--- src/pkg/lcd_timing_defs.svh ---
// Offsets, field positions, reset values and timing counts of the panel timer.
// Included by lcd_panel_timing, shift_wave and the testbench; definitions only.
//
// Operation
// - Active part of a line lasts (width field + 1) x 8 pixel clocks.
// - Blank part of a line lasts (blank field + 4) x 8 pixel clocks.
// - Frame carries 10-bit height plus one display lines, split over two registers.
// - After the display lines, 6-bit blank field lines follow each frame.
// - Frame pulse rises at least line period minus 9 before line falling edge.
// - Frame pulse stays high at least 9 pixel clocks past line falling edge.
// - Line pulse is high at least 9 pixel clocks.
// - In 4-bit and one-clock 8-bit modes, bias toggles 1 clock after line rise.
// - Shift clocks idle at least 23 pixel clocks after the line falling edge.
// - First shift fall follows first rise by 0.5 (4-bit) or 2 (one-clock).
// - 4-bit mode uses upper four data lines, shift at pixel rate, half duty.
// - 4-bit last shift fall leads line rise by field x8+0.5, fall by +9.5.
// - Two-clock 8-bit mode runs two shift clocks, period 4, two low two high.
// - Two-clock mode first primary rise and second fall at idle time plus 2.
// - Two-clock mode data valid 1 clock before and after each shift fall.
// - Two-clock mode last second fall leads line fall by field x8 plus 11.
// - One-clock 8-bit mode shift period 2, one low one high, data held 1 around.
// - One-clock mode last fall leads line rise by field x8+1, fall by +10; the code gives x8+2 and +11.
`ifndef LCD_TIMING_DEFS_SVH
`define LCD_TIMING_DEFS_SVH

`define HACT_WIDTH_OFF 8'h04
`define VACT_LOW_OFF 8'h05
`define VACT_HIGH_OFF 8'h06
`define HBLANK_OFF 8'h08
`define VBLANK_OFF 8'h0A
`define STATUS_OFF 8'h0C

`define HACT_FIELD_MSB 6
`define VACT_HIGH_MSB 1
`define HBLANK_FIELD_MSB 4
`define VBLANK_FIELD_MSB 5

`define REG_RESET 8'h00

`define UNIT_TICKS 8
`define HBLANK_EXTRA 4
`define LINE_PULSE_TICKS 9
`define FRAME_HOLD_TICKS 9
`define SHIFT_IDLE_TICKS 23
`define TWO_CLK_LEAD 2

`endif

--- src/pkg/lcd_timing_pkg.sv ---
// Types shared by the panel timer and its helper modules.
// Assumes nothing of its surroundings.
package lcd_timing_pkg;

  typedef enum logic [1:0] {
    MODE_4BIT,
    MODE_8BIT_TWO_CLK,
    MODE_8BIT_ONE_CLK
  } panel_mode_e;

  typedef logic [10:0] hpos_t;

endpackage

--- src/lcd_panel_timing.sv ---
// Passive colour panel timing generator: frame, line, shift, bias, data.
// Assumes pixel_data comes from logic on clk and the pixel clock from a pin.
`timescale 1ns/1ps
`default_nettype none
`include "lcd_timing_defs.svh"
module lcd_panel_timing
  import lcd_timing_pkg::*;
(
  input wire logic clk,
  input wire logic resetn,
  input wire logic pixel_clock_pin,
  input wire panel_mode_e panel_mode,
  input wire logic reg_wr,
  input wire logic [7:0] reg_addr,
  input wire logic [7:0] reg_wdata,
  output logic [7:0] reg_rdata,
  input wire logic [7:0] pixel_data,
  output logic pixel_take,
  output logic frame_pulse,
  output logic line_pulse,
  output logic shift_clock,
  output logic shift_clock_2,
  output logic backplane_bias_alternate,
  output logic [7:0] panel_pixel_bus
);
  logic [7:0] horizontal_display_width_reg;
  logic [7:0] vertical_display_height_low_reg;
  logic [7:0] vertical_display_height_high_reg;
  logic [7:0] horizontal_blank_length_reg;
  logic [7:0] vertical_blank_length_reg;
  logic [7:0] rdata_reg;
  logic [7:0] rdata_next;

  hpos_t pos_reg;
  hpos_t pos_next;
  logic [10:0] line_reg;
  logic [10:0] line_next;
  logic line_pulse_reg;
  logic line_pulse_next;
  logic frame_reg;
  logic frame_next;
  logic bias_reg;
  logic bias_next;
  logic shift_a_reg;
  logic shift_b_reg;
  logic [7:0] data_reg;
  logic [7:0] data_next;

  logic pclk_level;
  logic pclk_rise;

  // Decoded register strobes
  logic wr_hact;
  logic wr_vlow;
  logic wr_vhigh;
  logic wr_hblank;
  logic wr_vblank;
  assign wr_hact = reg_wr && (reg_addr == `HACT_WIDTH_OFF);
  assign wr_vlow = reg_wr && (reg_addr == `VACT_LOW_OFF);
  assign wr_vhigh = reg_wr && (reg_addr == `VACT_HIGH_OFF);
  assign wr_hblank = reg_wr && (reg_addr == `HBLANK_OFF);
  assign wr_vblank = reg_wr && (reg_addr == `VBLANK_OFF);

  always_ff @(posedge clk or negedge resetn) begin
    if (!resetn) begin
      horizontal_display_width_reg <= `REG_RESET;
      vertical_display_height_low_reg <= `REG_RESET;
      vertical_display_height_high_reg <= `REG_RESET;
      horizontal_blank_length_reg <= `REG_RESET;
      vertical_blank_length_reg <= `REG_RESET;
    end else begin
      if (wr_hact) begin
        horizontal_display_width_reg <= reg_wdata;
      end
      if (wr_vlow) begin
        vertical_display_height_low_reg <= reg_wdata;
      end
      if (wr_vhigh) begin
        vertical_display_height_high_reg <= reg_wdata;
      end
      if (wr_hblank) begin
        horizontal_blank_length_reg <= reg_wdata;
      end
      if (wr_vblank) begin
        vertical_blank_length_reg <= reg_wdata;
      end
    end
  end

  // Register readback, status shows the low eight bits of the current line number
  always_comb begin
    case (reg_addr)
      `HACT_WIDTH_OFF: rdata_next = horizontal_display_width_reg;
      `VACT_LOW_OFF: rdata_next = vertical_display_height_low_reg;
      `VACT_HIGH_OFF: rdata_next = vertical_display_height_high_reg;
      `HBLANK_OFF: rdata_next = horizontal_blank_length_reg;
      `VBLANK_OFF: rdata_next = vertical_blank_length_reg;
      `STATUS_OFF: rdata_next = line_reg[7:0];
      default: rdata_next = 8'h00;
    endcase
  end

  always_ff @(posedge clk or negedge resetn) begin
    if (!resetn) begin
      rdata_reg <= 8'h00;
    end else begin
      rdata_reg <= rdata_next;
    end
  end
  assign reg_rdata = rdata_reg;

  // Line and frame geometry in pixel clocks and lines
  hpos_t hact_ticks;
  hpos_t hblank_ticks;
  hpos_t line_len;
  logic [10:0] vact_lines;
  logic [10:0] frame_lines;
  logic [6:0] hact_field;
  logic [4:0] hblank_field;
  logic [9:0] vact_field;
  logic [5:0] vblank_field;

  assign hact_field = horizontal_display_width_reg[`HACT_FIELD_MSB:0];
  assign hblank_field = horizontal_blank_length_reg[`HBLANK_FIELD_MSB:0];
  assign vact_field = {vertical_display_height_high_reg[`VACT_HIGH_MSB:0],
                       vertical_display_height_low_reg};
  assign vblank_field = vertical_blank_length_reg[`VBLANK_FIELD_MSB:0];
  assign hact_ticks = hpos_t'(({4'h0, hact_field} + 11'h001)
                      * `UNIT_TICKS);
  assign hblank_ticks = hpos_t'(({6'h00, hblank_field} + `HBLANK_EXTRA)
                        * `UNIT_TICKS);
  assign line_len = hact_ticks + hblank_ticks;
  assign vact_lines = {1'b0, vact_field} + 11'h001;
  assign frame_lines = vact_lines + {5'h00, vblank_field};

  pclk_edge u_pclk_edge (
    .clk(clk),
    .resetn(resetn),
    .pixel_clock_pin(pixel_clock_pin),
    .pclk_level(pclk_level),
    .pclk_rise(pclk_rise)
  );

  // Position counters, wrapped at the end of each line and frame
  logic last_pos;
  logic last_line;
  assign last_pos = (pos_reg >= line_len - 11'h001);
  assign last_line = (line_reg >= frame_lines - 11'h001);
  assign pos_next = last_pos ? 11'h000 : pos_reg + 11'h001;
  assign line_next = !last_pos ? line_reg :
                     (last_line ? 11'h000 : line_reg + 11'h001);

  // Line pulse occupies the last nine clocks; its fall starts a line
  hpos_t rise_pos;
  hpos_t hold_pos;
  assign rise_pos = line_len - hpos_t'(`LINE_PULSE_TICKS);
  assign hold_pos = hpos_t'(`FRAME_HOLD_TICKS);
  assign line_pulse_next = (pos_next >= rise_pos);
  // Frame pulse from clock 9 of the last line to clock 9 of line 0
  assign frame_next = ((line_next == frame_lines - 11'h001)
                      && (pos_next >= hold_pos))
                      || ((line_next == 11'h000)
                      && (pos_next < hold_pos));
  // Bias flips one clock after the line pulse rises
  assign bias_next = (pos_next == rise_pos + 11'h001) ? ~bias_reg
                     : bias_reg;

  // Shift window: display lines only, after the idle time
  hpos_t idle_pos;
  hpos_t q_pos;
  logic run;
  logic shift_a;
  logic shift_b;
  logic load;
  assign idle_pos = hpos_t'(`SHIFT_IDLE_TICKS);
  assign q_pos = pos_next - idle_pos;
  assign run = (line_next < vact_lines) && (pos_next >= idle_pos);

  shift_wave u_shift_wave (
    .mode(panel_mode),
    .run(run),
    .q(q_pos),
    .span(hact_ticks),
    .shift_a(shift_a),
    .shift_b(shift_b),
    .load(load)
  );

  // Data changes only in load slots, otherwise it is held
  assign pixel_take = pclk_rise && load;
  assign data_next = (panel_mode == MODE_4BIT) ?
                     {pixel_data[3:0], 4'h0} : pixel_data;

  always_ff @(posedge clk or negedge resetn) begin
    if (!resetn) begin
      pos_reg <= 11'h000;
      line_reg <= 11'h000;
      line_pulse_reg <= 1'b0;
      frame_reg <= 1'b0;
      bias_reg <= 1'b0;
    end else if (pclk_rise) begin
      pos_reg <= pos_next;
      line_reg <= line_next;
      line_pulse_reg <= line_pulse_next;
      frame_reg <= frame_next;
      bias_reg <= bias_next;
    end
  end

  always_ff @(posedge clk or negedge resetn) begin
    if (!resetn) begin
      shift_a_reg <= 1'b0;
      shift_b_reg <= 1'b1;
      data_reg <= 8'h00;
    end else if (pclk_rise) begin
      shift_a_reg <= shift_a;
      shift_b_reg <= shift_b || (panel_mode != MODE_8BIT_TWO_CLK);
      if (load) begin
        data_reg <= data_next;
      end
    end
  end

  // 4-bit shift is high only in the high half of the pixel clock
  assign shift_clock = (panel_mode == MODE_4BIT) ?
                       (shift_a_reg & pclk_level) : shift_a_reg;
  assign shift_clock_2 = shift_b_reg;
  assign frame_pulse = frame_reg;
  assign line_pulse = line_pulse_reg;
  assign backplane_bias_alternate = bias_reg;
  assign panel_pixel_bus = data_reg;
endmodule // lcd_panel_timing
`default_nettype wire

--- src/pclk_edge.sv ---
// Pixel clock sampler: two-flop synchroniser, delayed copy and rise detect.
// Assumes the pixel clock is far slower than clk.
`timescale 1ns/1ps
`default_nettype none
module pclk_edge (
  input wire logic clk,
  input wire logic resetn,
  input wire logic pixel_clock_pin,
  output logic pclk_level,
  output logic pclk_rise
);
  logic meta_reg;
  logic sync_reg;
  logic last_reg;

  always_ff @(posedge clk or negedge resetn) begin
    if (!resetn) begin
      meta_reg <= 1'b0;
      sync_reg <= 1'b0;
      last_reg <= 1'b0;
    end else begin
      meta_reg <= pixel_clock_pin;
      sync_reg <= meta_reg;
      last_reg <= sync_reg;
    end
  end

  assign pclk_level = last_reg;
  assign pclk_rise = sync_reg & ~last_reg;
endmodule // pclk_edge
`default_nettype wire

--- src/shift_wave.sv ---
// Shift clock shapes and data load slots for one pixel-clock position.
// Assumes q counts pixel clocks from the end of the shift idle time.
`timescale 1ns/1ps
`default_nettype none
`include "lcd_timing_defs.svh"
module shift_wave
  import lcd_timing_pkg::*;
(
  input wire panel_mode_e mode,
  input wire logic run,
  input wire hpos_t q,
  input wire hpos_t span,
  output logic shift_a,
  output logic shift_b,
  output logic load
);
  hpos_t lead;
  hpos_t q_lead;
  logic in_span;
  logic two_run;
  logic one_run;
  logic two_a;

  assign lead = hpos_t'(`TWO_CLK_LEAD);
  assign q_lead = q - lead;
  assign in_span = run && (q < span);
  // Primary rises and secondary falls together, two clocks past the idle
  assign two_run = run && (q >= lead) && (q < span + lead);
  assign two_a = two_run && !q_lead[1];
  // First high phase stretched to two clocks, then one low one high;
  // ends one period early so the last fall keeps its lead on the line
  assign one_run = run && (q < span - 11'h001)
                   && ((q < lead) || q[0]);

  always_comb begin
    shift_a = 1'b0;
    shift_b = 1'b0;
    load = 1'b0;
    case (mode)
      MODE_4BIT: begin
        shift_a = in_span;
        load = in_span;
      end
      MODE_8BIT_TWO_CLK: begin
        shift_a = two_a;
        shift_b = !two_a;
        load = in_span && q[0];
      end
      MODE_8BIT_ONE_CLK: begin
        shift_a = one_run;
        load = one_run && q[0];
      end
      default: begin
        shift_a = 1'b0;
        shift_b = 1'b0;
        load = 1'b0;
      end
    endcase
  end
endmodule // shift_wave
`default_nettype wire

--- config.mk ---
export PLATFORM = sky130hd
export DESIGN_NAME = lcd_panel_timing
export DESIGN_NICKNAME = d
export VERILOG_FILES = /design/src/pkg/lcd_timing_pkg.sv /design/src/lcd_panel_timing.sv /design/src/pclk_edge.sv /design/src/shift_wave.sv
export VERILOG_INCLUDE_DIRS = /design/src /design/src/pkg
export SDC_FILE = /design/constraint.sdc
export NUM_CORES = 1
export LEC_CHECK = 0
export ABC_AREA = 1
export ABC_CLOCK_PERIOD_IN_PS = 8500
export BUFFER_PORTS_ARGS = -buffer_cell sky130_fd_sc_hd__buf_2
export CAP_MARGIN = 20
export CORE_ASPECT_RATIO = 0.8
export CORE_MARGIN = 2
export CORE_UTILIZATION = 62
export DETAILED_ROUTE_END_ITERATION = 8
export GPL_TIMING_DRIVEN = 0
export PLACE_DENSITY_LB_ADDON = 0.12
export SKIP_CTS_REPAIR_TIMING = 1
export SLEW_MARGIN = 20
export SYNTH_ARGS = -nofsm -noshare
export SYNTH_HDL_FRONTEND = slang
export SYNTH_SLANG_ARGS = --single-unit
--- constraint.sdc ---
create_clock -name clk -period 8.5 [get_ports clk]
set_input_delay 1.7 -clock clk [delete_from_list [all_inputs] [get_ports clk]]
set_output_delay 1.7 -clock clk [all_outputs]
set_load 0.01 [all_outputs]
# Word-level counts from Yosys, hierarchy flattened

Index checks and enable logic that the tools add are counted.

Multiplexer cells: 9
$lt $le $gt $ge: 12
Bitwise operators: 4
Reduce and logical (&&, ||, !) cells: 26
Equal/unequal tests: 11
$add $sub $neg: 15

Operators with widths:

| operator                                                               | number |
|---|---|
| 8-bit one-hot mux with 6 select lines                                  | 1 |
| 11-bit < comparator                                                    | 4 |
| 11-bit by 1-bit adder with 11-bit output, second input constant        | 3 |
| 11-bit >= comparator                                                   | 3 |
| 11-bit 2-to-1 mux                                                      | 3 |
| 11-bit by 1-bit subtractor with 11-bit output, second input constant   | 3 |
| 8-bit by 3-bit equality test with 1-bit output, second input constant  | 3 |
| 8-bit by 4-bit equality test with 1-bit output, second input constant  | 3 |
| 11-bit equality test                                                   | 2 |
| 1-bit logical AND                                                      | 17 |
| 10-bit by 1-bit adder with 11-bit output, second input constant        | 1 |
| 11-bit by 2-bit adder with 11-bit output, second input constant        | 1 |
| 11-bit by 6-bit adder with 11-bit output                               | 1 |
| 11-bit by 9-bit adder with 11-bit output                               | 1 |
| 11-bit by 2-bit >= comparator with 1-bit output, second input constant | 1 |
| 11-bit by 4-bit >= comparator with 1-bit output, second input constant | 1 |
| 11-bit by 5-bit >= comparator with 1-bit output, second input constant | 1 |
| 11-bit logical NOT                                                     | 1 |
| 11-bit by 2-bit < comparator with 1-bit output, second input constant  | 1 |
| 11-bit by 4-bit < comparator with 1-bit output, second input constant  | 1 |
| 11-bit by 4-bit subtractor with 11-bit output, second input constant   | 1 |
| 11-bit by 5-bit subtractor with 11-bit output, second input constant   | 1 |
| 7-bit by 1-bit adder with 8-bit output, second input constant          | 1 |
| 8-bit 2-to-1 mux                                                       | 1 |
| other kinds (13)                                                       | 21 |

Word-level logic and storage cells: 94
Flip-flop bits (word level): 86
Input port bits: 30
Output and inout port bits: 22

# Longest topological paths before layout

Word-level depth: 14
Depth in mapped cells: 49
Depth with buffers taken out: 48

# Hierarchy

A second synthesis with hierarchy kept.

Cells, all modules: 1300
Area, all modules: 8630.8 um^2

Modules (own cells, without submodules):

| module           | cells each | instances | area each (um^2) | seq. area each (um^2) |
|---|---|---|---|---|
| lcd_panel_timing | 1096       | 1         | 7287.0           | 2078.2 |
| shift_wave       | 199        | 1         | 1258.7           | 0.0 |
| pclk_edge        | 5          | 1         | 85.1             | 75.1 |

# Least setup slack after synthesis

Ideal clock, no wire load.

Path type: reg-to-output
Start: reg horizontal_display_width_reg[0]
End: out pixel_take
Stages on the path, launching flop included: 49
Setup slack: 1.210 ns
Required time: 6.800 ns
Buffers on the path: 1
Data arrival time: 5.590 ns
Path through: dfrtp_1 > ha_1 > nand2_1 > inv_1 > nor2_1 > ha_1 > a21oi_1 > nand2_1 > nand2_1 > nand2_1 > a21oi_2 > xor2_1 > inv_1 > nand3_1 > inv_1 > nand2_1 > xnor2_1 > ha_1 > (+13 left out) > inv_1 > ha_1 > and3_1 > nand2_1 > inv_1 > nand3_1 > nand3_1 > nand2_1 > nand2_1 > nand2_1 > nand2_1 > nand3_1 > nand3_1 > nand2_1 > nand2_2 > nand2_4 > nand2_8 > inv_2

Longest elaborated chain between the ends: 12
Elaborated cells on any way between the ends: 22
Classes of those cells: add/sub (5); order compare (6); mux (3); reduce/logical (8)

RTL lines:

| element                                                                                                                 | RTL line                                         | text |
|---|---|---|
| from (decl)                                                                                                             | lcd_panel_timing.sv:26                           | `logic [7:0] horizontal_display_width_reg;` |
| from (signal assigned)                                                                                                  | lcd_panel_timing.sv:66                           | `` horizontal_display_width_reg <= `REG_RESET; `` |
| from (signal assigned)                                                                                                  | lcd_panel_timing.sv:73                           | `horizontal_display_width_reg <= reg_wdata;` |
| 7-bit by 1-bit adder with 8-bit output (*)                                                                              | lcd_panel_timing.sv:128                          | `assign hact_ticks = hpos_t'(({4'h0, hact_field} + 11'h001)` |
| 11-bit by 9-bit adder with 11-bit output (*)                                                                            | lcd_panel_timing.sv:132                          | `assign line_len = hact_ticks + hblank_ticks;` |
| 11-bit by 1-bit subtractor with 11-bit output (*)                                                                       | lcd_panel_timing.sv:147                          | `assign last_pos = (pos_reg >= line_len - 11'h001);` |
| 11-bit >= comparator (*)                                                                                                | lcd_panel_timing.sv:147                          |  |
| 11-bit 2-to-1 mux (*)                                                                                                   | lcd_panel_timing.sv:149                          | `assign pos_next = last_pos ? 11'h000 : pos_reg + 11'h001;` |
| via pos_next[0]                                                                                                         | lcd_panel_timing.sv:35                           | `hpos_t pos_next;` |
| 11-bit by 5-bit subtractor with 11-bit output / 11-bit by 5-bit >= comparator with 1-bit output (equally long branches) | lcd_panel_timing.sv:176, lcd_panel_timing.sv:177 |  |
| 11-bit < comparator (tied with other cells)                                                                             | shift_wave.sv:32                                 | `assign one_run = run && (q < span - 11'h001)` |
| 1-bit logical AND / 1-bit logical OR (equally long branches)                                                            | shift_wave.sv:32, shift_wave.sv:33               |  |
| 1-bit logical AND                                                                                                       | shift_wave.sv:33                                 | `&& ((q < lead) \|\| q[0]);` |
| 1-bit logical AND                                                                                                       | shift_wave.sv:51                                 | `load = one_run && q[0];` |
| 1-bit one-hot mux with 3 select lines (*)                                                                               | shift_wave.sv:39                                 | `case (mode)` |
| 1-bit logical AND (*)                                                                                                   | lcd_panel_timing.sv:190                          | `assign pixel_take = pclk_rise && load;` |
| to (decl)                                                                                                               | lcd_panel_timing.sv:18                           | `output logic pixel_take,` |

The timed path passes the listed nets; every way through them passes the cells marked *.

# Worst setup path in the final report

Start: reg vertical_display_height_low_reg[2]
End: out pixel_take

Longest elaborated chain between the ends: 13
Elaborated cells on any way between the ends: 15
Classes of those cells: add/sub (3); order compare (2); mux (3); reduce/logical (7)

RTL lines:

| element                                           | RTL line                | text |
|---|---|---|
| from (decl)                                       | lcd_panel_timing.sv:27  | `logic [7:0] vertical_display_height_low_reg;` |
| from (signal assigned)                            | lcd_panel_timing.sv:67  | `` vertical_display_height_low_reg <= `REG_RESET; `` |
| from (signal assigned)                            | lcd_panel_timing.sv:76  | `vertical_display_height_low_reg <= reg_wdata;` |
| 10-bit by 1-bit adder with 11-bit output (*)      | lcd_panel_timing.sv:133 | `assign vact_lines = {1'b0, vact_field} + 11'h001;` |
| 11-bit by 6-bit adder with 11-bit output (*)      | lcd_panel_timing.sv:134 | `assign frame_lines = vact_lines + {5'h00, vblank_field};` |
| 11-bit by 1-bit subtractor with 11-bit output (*) | lcd_panel_timing.sv:148 | `assign last_line = (line_reg >= frame_lines - 11'h001);` |
| 11-bit >= comparator (*)                          | lcd_panel_timing.sv:148 |  |
| 11-bit 2-to-1 mux (*)                             | lcd_panel_timing.sv:151 | `(last_line ? 11'h000 : line_reg + 11'h001);` |
| 11-bit 2-to-1 mux (*)                             | lcd_panel_timing.sv:150 | `assign line_next = !last_pos ? line_reg :` |
| via line_next[6]                                  | lcd_panel_timing.sv:37  | `logic [10:0] line_next;` |
| 11-bit < comparator (*)                           | lcd_panel_timing.sv:177 | `assign run = (line_next < vact_lines) && (pos_next >= idle_pos);` |
| 1-bit logical AND (*)                             | lcd_panel_timing.sv:177 |  |
| 1-bit logical AND                                 | shift_wave.sv:32        |  |
| 1-bit logical AND                                 | shift_wave.sv:33        |  |
| 1-bit logical AND                                 | shift_wave.sv:51        |  |
| 1-bit one-hot mux with 3 select lines (*)         | shift_wave.sv:39        |  |
| 1-bit logical AND (*)                             | lcd_panel_timing.sv:190 |  |

Marks and branches as above.

==> results.md <==
- Status: complete, no violations
- Area Growth Syn to Fin: 17.7%
- H-tree lvl count: 3
- XOR/XNOR Fraction of Synth Area: approximately 6.5%
- Syn avg cell area: ~7.3 µm²
- Vias in the first global route: about 6600
- P per Cell Area: 203 mW/mm²
- CP max FO: 9
- Clock period minus worst slack: 8.25 ns
- Sw Ratio: 44.0%
- Hold Fails Final Rpt: 0
- # setup viols final: 0
- Synth Area in Compound Gates: 12.3%
- WHS: 0.355 ns
- Via/cell ratio: about 5.6
- Post-Route Utilization: between 70 and 80%
- Clk slew on worst S/H paths: about 0.060 ns
- Psw: between 0.0008 and 0.0009 W
- Site Rows: 36
- Layout cell share with drive strength beyond 1: between 10% and 20%
- Most frequent cell after synthesis: nand2_1
- Non-Filler Instances: around 1300
- DR WL met2: just over 9 mm
- Main combinational cell family by area after synthesis: simple AND/OR/NAND/NOR gates
- Wl on met1: 9.65 mm
- Static leakage: ~4.6 nW
- Final period utilization: between 90% and 100%
- DRT iter0 DRCs: ~640
- Worst EP arrival: between 6 and 7 ns
- Internal power: approximately 0.0010 W
- Critical Path Sink Type: primary output
- CTS root buf: clkbuf_16
- Main area contributors after synthesis: dfrtp_1 (28%), ha_1 (14%), nand2_1 (12%)
- Top Metal Used: met4
- WP data required: just under 7 ns
- Initial antenna violation count: 0
- Final Slew Violations: 0
- First-pass GRT wire length: ~33 mm
- CTS Buf Count: 9
- CTS Sinks: 86
- Post-synth EDFFs: 0
- CP peak stage delay: about 0.40 ns
- IO buf count: just over 50
- Die Wd: roughly 130 µm
- Die Y: 104 µm
- Peak supply drop: 0.159 mV
- Worst Setup Start Kind: register
- YS warnings: 0
- Post-synthesis cell count: roughly 1100
- Post-synth cell types: 52
- Register area share after synthesis: 28.1%
- Initial Utilization: a little over three fifths
- Final ANT Viol Nets: 0
- Net Count, Synth: between 1000 and 1500
- Worst Skew: ~0.0054 ns
- Routed via count: between 7000 and 8000
- Hold Path Stages: 0
- F_max: 0.121 GHz
- Worst-Skew Late Latency: around 0.35 ns
- Met3 routed WL: around 1.5 mm
- Synth Area in Adders: 14.9%
- I/O pins: 52
- CTS tree: done
- GP Congestion: approximately 0.9
- Comb power frac: around 52%
- FF-to-FF path depth: a little over 40
- Post-synth ARST share: 100%
- Post-Route WL: approximately 21 mm
- Number of inserted diodes: 0
- FILL cells: ~990
- Reg area: around 0.0022 mm²
- Flop pwr share: roughly a quarter
- Mapped Area: 0.00767 mm²
- Detailed-placement wirelength estimate: ~16 mm
- Most used cell, CP: nand2_1
- Worst min-delay path category: register to register
- Measured slew at the worst slew-check pin: 1.09 ns
- CTS max path bufs: 2
- Worst Setup Path Type: register to primary output
- Max-slew headroom: between 20% and 30%
- Post-synth top cells: nand2_1 (255), inv_1 (162), ha_1 (88)
- Seq cells post-synth: 86
- Remaining DRCs: 0
- Area leader, netlist: dfrtp_1
- Post-Place Cells: about 1300
- Tot GR Track Use: between 30% and 40%
- Area of the multi-input gates: ~0.0052 mm²
- GRT Residual Overflow: 0
- Proportion of synthesized area in mux cells: 0%
- Final #Nets: about 1300
- 1st-pass router iterations: 6
- Synth Area in Simple Gates: between 20 and 30%
- WL per Instance: roughly 16 µm
- Main synth FF type: dfrtp_1
- Area share of the largest cell type after synthesis: between 20% and 30%
- Die footprint: roughly 0.013 mm²
- Power share of the clock group: 22.0%
- Max-Cap Viols: 0
- CP max stage cell: dfrtp_1
- Largest net degree at the start of global routing: a little under 60
- Core footprint: about 0.012 mm²
## power by group through the flow
stage,combinational [W],sequential [W],clock (W)
after floorplan,0.000640,0.000476,0
after global placement,0.000816,0.000482,0
after detailed placement,0.000844,0.000482,0
after CTS,0.000851,0.000475,0.000405
after global routing,0.00107,0.000482,0.000421
final,0.000950,0.000479,0.000403
## placed cells by master (no fill, tap or decap), types with 9 or more instances in the layout
cell,Yosys,layout
nand2_1,255,244
nor3_1,18,17
nor2_1,69,64
dfrtp_1,85,82
nand3_1,54,50
a21oi_1,38,34
clkbuf_16,0,9
nand2_2,17,26
buf_2,0,50
ha_1,88,80
inv_1,162,157
o21ai_0,77,73
clkbuf_1,10,12
xnor2_1,21,18
nand4_1,12,12
buf_4,0,29
nor2_4,3,9
xor2_1,36,31
## layer usage
metal,vias to the layer above,GRT usage (%)
met4,0,10.4
met5,-,0
met3,37,5.79
li1,3629,-
met2,253,45.1
met1,3426,46.0
## path summary, 6_finish.rpt
check / from / endpoint / slack, ns
worst max-delay path: vertical_display_height_low_reg[2]$_DFFE_PN0P_ / pixel_take / 0.25
worst min-delay path: u_pclk_edge.meta_reg$_DFF_PN0_ / u_pclk_edge.sync_reg$_DFF_PN0_ / 0.36
worst max register to register: vertical_display_height_low_reg[2]$_DFFE_PN0P_ / panel_pixel_bus[2]$_DFFE_PN0P_ / 2.19
worst min register to register: u_pclk_edge.meta_reg$_DFF_PN0_ / u_pclk_edge.sync_reg$_DFF_PN0_ / 0.36
max in group asynchronous: resetn / horizontal_display_width_reg[0]$_DFFE_PN0P_ / 6.58
min in group asynchronous: resetn / line_reg[4]$_DFFE_PN0P_ / 1.28
## worst max-delay path, delay by kind of cell (launching register included)
kind	cells	cell delay, ns
and+or+nand+nor	18	1.97
AOI/OAI and AO/OA	12	1.86
adders and majority gates	4	1.18
buffers and inverters	5	0.44
DFF	1	0.40
xor gates and xnor gates	2	0.36
## metrics by stage
step	cell area, µm²	total power (W)	setup WS, ns	setup TNS [ns]
detailed placement	8150	0.00133	0.0865	0
finish	9030	0.00183	0.253	0
floorplan	7670	0.00112	1.21	0
global route	9030	0.00197	-0.184	-0.184
CTS	8440	0.00173	-0.332	-0.332
global placement	8120	0.00130	0.180	0
## cells by family (layout without fill, tap and decap cells)
kind of cell / after synthesis / after routing
buffers and inverters: 183 / 280
DFF: 86 / 86
and+or+nand+nor: 478 / 478
AOI/OAI and AO/OA: 162 / 162
adders and majority gates: 90 / 90
xor gates and xnor gates: 57 / 57
## area by class of cell
type,count,area share (%)
Timing Repair Buffer,81,5.61
Sequential cell,86,23.9
Multi-Input combinational cell,787,57.2
Clock inverter,5,0.651
Inverter,171,7.19
Buffer,12,0.803
Tap cell,152,2.10
Clock buffer,11,2.58
No activity file was read; power rests on OpenSTA's default activity.
